$ cat src/core/wdt_defs.svh
// Register map, field positions, reset values and timing of the watchdog control
`ifndef WDT_DEFS_SVH
`define WDT_DEFS_SVH
`define CTL_OFS 2'h0
`define CNT_OFS 2'h1
`define FLAG_BIT 7
`define IE_BIT 6
`define P3_BIT 5
`define UNLOCK_BIT 4
`define RSTEN_BIT 3
`define PLO_MSB 2
`define CTL_RESET 8'h00
`define UNLOCK_CYCLES 3'h4
`define CLK_HZ 10000000
`define OSC_HZ 128000
`define TICK_DIV (`CLK_HZ / `OSC_HZ)
`define BASE_COUNT 2048
`define MAX_CODE 4'h9
`define TIMEOUT_VEC 5'h07
`define TIMEOUT_ADDR 12'h006
`define RESET_ADDR 12'h000
`endif

$ cat src/core/wdt_pkg.sv
// Types shared by the watchdog control block
package wdt_pkg;
  typedef enum logic [1:0] {
    MODE_STOP = 2'b00,
    MODE_IRQ  = 2'b01,
    MODE_RST  = 2'b10,
    MODE_BOTH = 2'b11
  } mode_t;

  typedef struct packed {
    logic [3:0]  adr;
    logic [31:0] dat;
    logic [3:0]  sel;
    logic        we;
    logic        cyc;
    logic        stb;
  } wb_req_t;

  typedef struct packed {
    logic [4:0]  num;
    logic [11:0] addr;
  } vec_t;
endpackage : wdt_pkg

$ cat src/core/wdt_ctrl.sv
// Watchdog timer with mode control, timed unlock and Wishbone register access
`timescale 1ns/1ps
`default_nettype none
`include "wdt_defs.svh"

module wdt_ctrl #(
  parameter int TICK_DIV   = `TICK_DIV,
  parameter int BASE_COUNT = `BASE_COUNT,
  parameter int CNT_W      = 21
) (
  // Clock and reset
  input  wire logic             clk_i,
  input  wire logic             rst_i,
  // Wishbone slave
  input  wire wdt_pkg::wb_req_t wb_i,
  output logic [31:0]           dat_o,
  output logic                  ack_o,
  // Processor side
  input  wire logic             restart_i,
  input  wire logic             gie_i,
  input  wire logic             irq_ack_i,
  input  wire logic             reset_cause_flag_i,
  input  wire logic             always_on_fuse_i,
  // Watchdog actions
  output logic                  irq_o,
  output wdt_pkg::vec_t         irq_vec_o,
  output logic                  sys_reset_o,
  output wdt_pkg::vec_t         reset_vec_o,
  output wdt_pkg::mode_t        mode_o
);
  import wdt_pkg::*;

  ////////////////////////////////////////////////////////////////////////////
  // Period decode

  function automatic logic [CNT_W-1:0] period_last(input logic [3:0] code);
    logic [3:0] c;
    c = (code > `MAX_CODE) ? `MAX_CODE : code;
    period_last = (CNT_W'(BASE_COUNT) << c) - CNT_W'(1);
  endfunction : period_last

  ////////////////////////////////////////////////////////////////////////////
  // State

  logic             ack_r;
  logic [31:0]      dat_r;
  logic             flag_r;
  logic             ie_r;
  logic             rsten_r;
  logic             unlock_r;
  logic [2:0]       unlock_cnt_r;
  logic [3:0]       period_r;
  logic [7:0]       div_r;
  logic [CNT_W-1:0] cnt_r;
  logic             rst_pulse_r;

  ////////////////////////////////////////////////////////////////////////////
  // Decode

  wire        req      = wb_i.cyc & wb_i.stb;
  wire        take     = req & ~ack_r;
  wire        sel_ctl  = wb_i.adr[3:2] == `CTL_OFS;
  wire        sel_cnt  = wb_i.adr[3:2] == `CNT_OFS;
  wire        wr_ctl   = req & ack_r & wb_i.we & sel_ctl & wb_i.sel[0];
  wire [7:0]  wd       = wb_i.dat[7:0];
  wire        wr_ie    = wd[`IE_BIT];
  wire        wr_rsten = wd[`RSTEN_BIT];
  wire        wr_unl   = wd[`UNLOCK_BIT];
  wire        wr_flag  = wd[`FLAG_BIT];
  wire [3:0]  wr_per   = {wd[`P3_BIT], wd[`PLO_MSB:0]};

  wire        rsten_eff = rsten_r | reset_cause_flag_i | always_on_fuse_i;
  wire        ie_eff    = ie_r & ~always_on_fuse_i;
  wire [CNT_W-1:0] last = period_last(period_r);
  wire        tick      = div_r == 8'(TICK_DIV - 1);

  mode_t mode;
  assign mode = always_on_fuse_i ? MODE_RST : mode_t'({rsten_eff, ie_eff});

  wire [7:0] ctl_rd = {flag_r, ie_eff, period_r[3], unlock_r,
                       rsten_eff, period_r[2:0]};
  wire [31:0] rd_val = sel_ctl ? {24'h0, ctl_rd} :
                       sel_cnt ? 32'(cnt_r) : 32'h0;

  ////////////////////////////////////////////////////////////////////////////
  // Mode actions

  logic run;
  logic set_flag;
  logic do_reset;
  wire  at_last = tick & (cnt_r == last);
  wire  timeout = run & at_last;

  always_comb begin
    run      = 1'b1;
    set_flag = 1'b0;
    do_reset = 1'b0;
    case (mode)
      MODE_STOP: begin
        run = 1'b0;
      end
      MODE_IRQ: begin
        set_flag = timeout;
      end
      MODE_RST: begin
        do_reset = timeout;
      end
      MODE_BOTH: begin
        if (flag_r && !irq_ack_i) begin
          do_reset = timeout;
        end else begin
          set_flag = timeout;
        end
      end
      default: begin
        run = 1'b0;
      end
    endcase
  end

  ////////////////////////////////////////////////////////////////////////////
  // Next values of control bits

  logic       rsten_nxt;
  logic       ie_nxt;
  logic       flag_nxt;
  logic [3:0] period_nxt;

  always_comb begin
    rsten_nxt  = rsten_r;
    period_nxt = period_r;
    ie_nxt     = ie_r;
    if (irq_ack_i && mode == MODE_BOTH) begin
      ie_nxt = 1'b0;
    end
    if (wr_ctl) begin
      ie_nxt = wr_ie;
      if (wr_rsten) begin
        rsten_nxt = 1'b1;
      end else if (unlock_r && !reset_cause_flag_i) begin
        rsten_nxt = 1'b0;
      end
      if (unlock_r) begin
        period_nxt = wr_per;
      end
    end
    flag_nxt = flag_r;
    if (irq_ack_i || (wr_ctl && wr_flag)) begin
      flag_nxt = 1'b0;
    end
    if (set_flag) begin
      flag_nxt = 1'b1;
    end
  end

  ////////////////////////////////////////////////////////////////////////////
  // Registers

  always_ff @(posedge clk_i) begin
    if (rst_i) begin
      flag_r   <= 1'b0;
      ie_r     <= 1'b0;
      rsten_r  <= 1'b0;
      period_r <= 4'h0;
    end else begin
      flag_r   <= flag_nxt;
      ie_r     <= ie_nxt;
      rsten_r  <= rsten_nxt;
      period_r <= period_nxt;
    end
  end

  // Unlock window, open for a fixed number of clocks
  always_ff @(posedge clk_i) begin
    if (rst_i) begin
      unlock_r     <= 1'b0;
      unlock_cnt_r <= 3'h0;
    end else if (unlock_r) begin
      unlock_cnt_r <= unlock_cnt_r + 3'h1;
      if (unlock_cnt_r == `UNLOCK_CYCLES - 3'h1) begin
        unlock_r <= 1'b0;
      end
    end else if (wr_ctl && wr_unl) begin
      unlock_r     <= 1'b1;
      unlock_cnt_r <= 3'h0;
    end
  end

  // Watchdog oscillator rate enable
  always_ff @(posedge clk_i) begin
    if (rst_i || tick) begin
      div_r <= 8'h00;
    end else begin
      div_r <= div_r + 8'h01;
    end
  end

  // Time-out counter
  always_ff @(posedge clk_i) begin
    if (rst_i || restart_i || !run) begin
      cnt_r <= '0;
    end else if (at_last) begin
      cnt_r <= '0;
    end else if (tick) begin
      cnt_r <= cnt_r + CNT_W'(1);
    end
  end

  always_ff @(posedge clk_i) begin
    if (rst_i) begin
      rst_pulse_r <= 1'b0;
    end else begin
      rst_pulse_r <= do_reset;
    end
  end

  // Bus answer one cycle after the request
  always_ff @(posedge clk_i) begin
    if (rst_i) begin
      ack_r <= 1'b0;
      dat_r <= 32'h0;
    end else begin
      ack_r <= take;
      if (take) begin
        dat_r <= rd_val;
      end
    end
  end

  ////////////////////////////////////////////////////////////////////////////
  // Outputs

  assign ack_o            = ack_r;
  assign dat_o            = dat_r;
  assign irq_o            = flag_r & ie_eff & gie_i;
  assign irq_vec_o.num    = `TIMEOUT_VEC;
  assign irq_vec_o.addr   = `TIMEOUT_ADDR;
  assign sys_reset_o      = rst_pulse_r;
  assign reset_vec_o.num  = 5'h01;
  assign reset_vec_o.addr = `RESET_ADDR;
  assign mode_o           = mode;
endmodule : wdt_ctrl
`default_nettype wire

$ cat config.mk
export PLATFORM = sky130hd
export DESIGN_NAME = wdt_ctrl
export DESIGN_NICKNAME = d
export VERILOG_FILES = /design/src/core/wdt_pkg.sv /design/src/core/wdt_ctrl.sv
export VERILOG_INCLUDE_DIRS = /design/src /design/src/core
export SDC_FILE = /design/constraint.sdc
export NUM_CORES = 1
export LEC_CHECK = 0
export ABC_AREA = 1
export BUFFER_PORTS_ARGS = -buffer_cell sky130_fd_sc_hd__buf_2
export CAP_MARGIN = 10
export CORE_MARGIN = 3
export CORE_UTILIZATION = 45
export CTS_CLUSTER_SIZE = 14
export DETAILED_ROUTE_END_ITERATION = 10
export PLACE_DENSITY = 0.85
export SLEW_MARGIN = 20
export SYNTH_ARGS = -nofsm -noshare
export SYNTH_HDL_FRONTEND = slang
export SYNTH_SLANG_ARGS = --single-unit
$ cat constraint.sdc
create_clock -name clk_i -period 5.5 [get_ports clk_i]
set_input_delay 0.825 -clock clk_i [delete_from_list [all_inputs] [get_ports clk_i]]
set_output_delay 0.825 -clock clk_i [all_outputs]
set_load 0.02 [all_outputs]
==> impl_results.md <==
* Core Area at 7410 sq um
* Average wire length per cell after detail routing at 11.9 um
* Cell area after synthesis at 3510 sq um
* Post_cts resized at 0
* Via count of the first global-routing pass at 2,878
* Req. time, crit path at 4.68 ns
* Worst slew margin at 0.565
* Wire length of the first global-routing pass at 12,700 um
* Cells after Synth at 513
* Share of final-layout standard cells stronger than drive strength 1 at 0.132
* Proportion of netlist area held by the largest area contributor at 0.359
* Static power due to leakage at 1.56 nW
* Final setup violation count at 0
* Worst setup path start: always_on_fuse_i
* First drt pass iteration count at 5
* Post-synthesis register bit count at 63
* Half-perimeter wire length after detailed placement at 5980 um
* Antenna fix cells at 0
* Worst min-delay path class: flop to flop
* Fraction of the cycle the final worst path needs at 0.438
* CTS Buf Count at 9
* CTS tree: done
* Worst-Skew Late Latency at 0.35 ns
* DR vias/cell at 4.92
* Outcome: complete, no violations
* Final standard cell area without fillers at 3820 sq um
* Capture point of the critical path: irq_o
* Arrival time at the worst endpoint at 1.58 ns
* Clock period minus worst slack at 2.41 ns
* Y dimension of the die at 94.3 um
* Max stage delay on crit path at 0.27 ns
* Largest fanout of any net on the critical path at 5
* CP endpoint kind: output pin
* Post-Place Setup Slack at 3.11 ns
* Final Wtd Congestion at 0.909
* Number of post-CTS setup repair buffers at 0
* Library cell used as clock root buffer: sky130_fd_sc_hd__clkbuf_8
* Number of H-tree levels at 3
* Post-synthesis sequential area ratio at 0.359
* Number of remaining DRC errors at 0
* Number of cell rows at 31
* Synth top cells by count: sky130_fd_sc_hd__nand2_1 (108), sky130_fd_sc_hd__nor2_1 (80), sky130_fd_sc_hd__dfxtp_1 (63), sky130_fd_sc_hd__buf_4 (45), sky130_fd_sc_hd__inv_1 (43)
* Largest net degree at the start of global routing at 25
* Total power of the final layout at 927 uW
* Average cell area after synthesis at 6.84 sq um
* Reg2Reg Depth at 15
* Aggregate negative setup slack at 0 ns
* Most repeated cell in the gate-level netlist after synthesis: sky130_fd_sc_hd__nand2_1
* Overall die area at 8900 sq um
* Nets at 613
* Destination of the worst register-to-register timing path: cnt_r[17]
* Setup ws final at 3.09 ns
* # Max-Cap Violations at 0
* Launch point of the worst reg-to-reg path: period_r[3]
* Initial antenna violation count at 0
* Startpoint Class: input port
* Yosys synthesis warning count at 0
* Classification of the worst setup path: input port to output pin
* Final clock skew at 0.00860 ns
* Upper clock frequency limit at 415 MHz
* Unrepaired setup endpoints after global routing: no
* Area after DPL at 3630 sq um
* Count of input and output buffers at 46
* Largest buffer count on any clock path at 2
* Maximum resistive drop on vdd at 0.111 mV
* P per Cell Area at 242 nW/um^2
* Hold violation count in the final report at 0
* Worst path cell trace: buf_2 > nor2_1 > inv_1 > nor2_1 > buf_2
* Reg-to-reg setup timing slack at 3.16 ns
* Width of the die at 94.3 um
* Highest-delay cell along the critical path: sky130_fd_sc_hd__nor2_1
* Overall fraction of global-route tracks in use at 0.180
* Tightest Pin Transition at 0.652 ns
* Filler cell count in the final layout at 742
* WL final at 7840 um
* Proportion of register bits with asynchronous set or reset after synthesis at 0
* Final slew viol count at 0
* Clk slew on worst S/H paths at 0.07 ns
* CTS Sinks at 63
* Area grow syn2layout at 8.91%
* Synth cell types at 33
* Number of routed nets with antenna violations at 0
* Hold-fix buffers, CTS at 0
* Initial standard-cell utilization of the core at 0.474
* Number of synthesized flops with an enable pin at 0
* Gr ovfl total at 0
* Initial detailed-routing violation count at 243
* Vias at 3,249
* Leading post-synthesis cells by cell area: sky130_fd_sc_hd__dfxtp_1 (36%), sky130_fd_sc_hd__nand2_1 (12%), sky130_fd_sc_hd__buf_4 (9.6%)
* Worst hold-check slack at 0.465 ns
* Ports at 121
* Primary flip-flop cell chosen by synthesis mapping: sky130_fd_sc_hd__dfxtp_1
* Cell accounting for the most synthesized area: sky130_fd_sc_hd__dfxtp_1
==> cell usage in the layout, fill, tap and decap left out, drive strengths merged <==
cell type / netlist / layout
o21ai: 20 / 20
nand3: 41 / 41
buf: 52 / 48
a31oi: 7 / 7
o31ai: 10 / 10
nor3b: 3 / 3
bufinv: 0 / 1
clkinv: 2 / 6
ha: 6 / 6
or2: 2 / 2
clkinvlp: 0 / 1
xnor2: 4 / 4
nand4: 3 / 3
nor4: 1 / 1
conb: 2 / 45
a211oi: 1 / 1
dfxtp: 63 / 63
clkbuf: 6 / 10
xor2: 10 / 10
o21a: 1 / 1
nor3: 7 / 7
a22oi: 1 / 1
inv: 44 / 44
nand2: 111 / 111
nor2: 83 / 83
a21oi: 33 / 33
==> state kept, by name, summed over array words and instances, names as in the netlist <==
name	flops
flag_r	1
unlock_cnt_r	3
unlock_r	1
period_r	4
sys_reset_o	1
rsten_r	1
cnt_r	21
ie_r	1
div_r	8
dat_o	21
ack_o	1
==> cell type report <==
cell class	count	area [sq um]	area share
Multi-Input combinational cell	389	1830	0.479
Clock buffer	10	128	0.0334
Clock inverter	6	61.3	0.0160
Tap cell	99	124	0.0324
Inverter	46	173	0.0452
Timing Repair Buffer	48	245	0.0641
Sequential cell	63	1260	0.330
==> per-stage QoR <==
| stage | std cells | utilization |
|---|---|---|
| finish | 661 | 0.516 |
| global route | 661 | 0.516 |
| CTS | 661 | 0.516 |
| detailed placement | 645 | 0.491 |
| global placement | 645 | 0.491 |
| floorplan | 556 | - |
==> logic make-up after synthesis <==
group | count (synthesis) | synth area share
AO/OA/AOI/OAI | 73 | 0.116
XOR/XNOR | 14 | 0.0349
adder cells (fa/ha/maj) | 6 | 0.0214
buffers and inverters | 104 | 0.165
flip-flops | 63 | 0.359
other | 2 | 0.00214
AND/OR/NAND/NOR | 251 | 0.301
==> routing by layer <==
metal,routed length (um),vias up,part of all wire,track usage
li1,-,1652,-,-
met1,3290,1456,0.42,0.207
met2,3800,124,0.48,0.311
met3,590,17,0.075,0.0486
met4,161,0,0.021,0.0782
met5,0,-,0,0
==> worst min path at each step <==
stage / startpoint / endpoint / slack [ns] / cells past startpoint
3_5_place_dp: dat_o[10] / dat_o[10] / 0.46 / 2
6_report: dat_o[10] / dat_o[10] / 0.47 / 2
5_1_grt: dat_o[10] / dat_o[10] / 0.49 / 2
2_1_floorplan: unlock_cnt_r[0] / unlock_cnt_r[0] / 0.43 / 1
3_3_place_gp: unlock_cnt_r[2] / unlock_cnt_r[2] / 0.45 / 2
4_1_cts: dat_o[10] / dat_o[10] / 0.47 / 2
==> report_power, final <==
group | total, mW | switching, mW | internal [mW]
logic | 0.0733 | 0.0582 | 0.0150
clock network | 0.388 | 0.181 | 0.207
registers | 0.465 | 0.00352 | 0.462
==> critical path: cells and delay by family <==
| family | cells | cell delay [ns] |
|---|---|---|
| buffers and inverters | 3 | 0.39 |
| AND/OR/NAND/NOR | 2 | 0.37 |
Note: power is estimated with default switching activity, not from simulation.
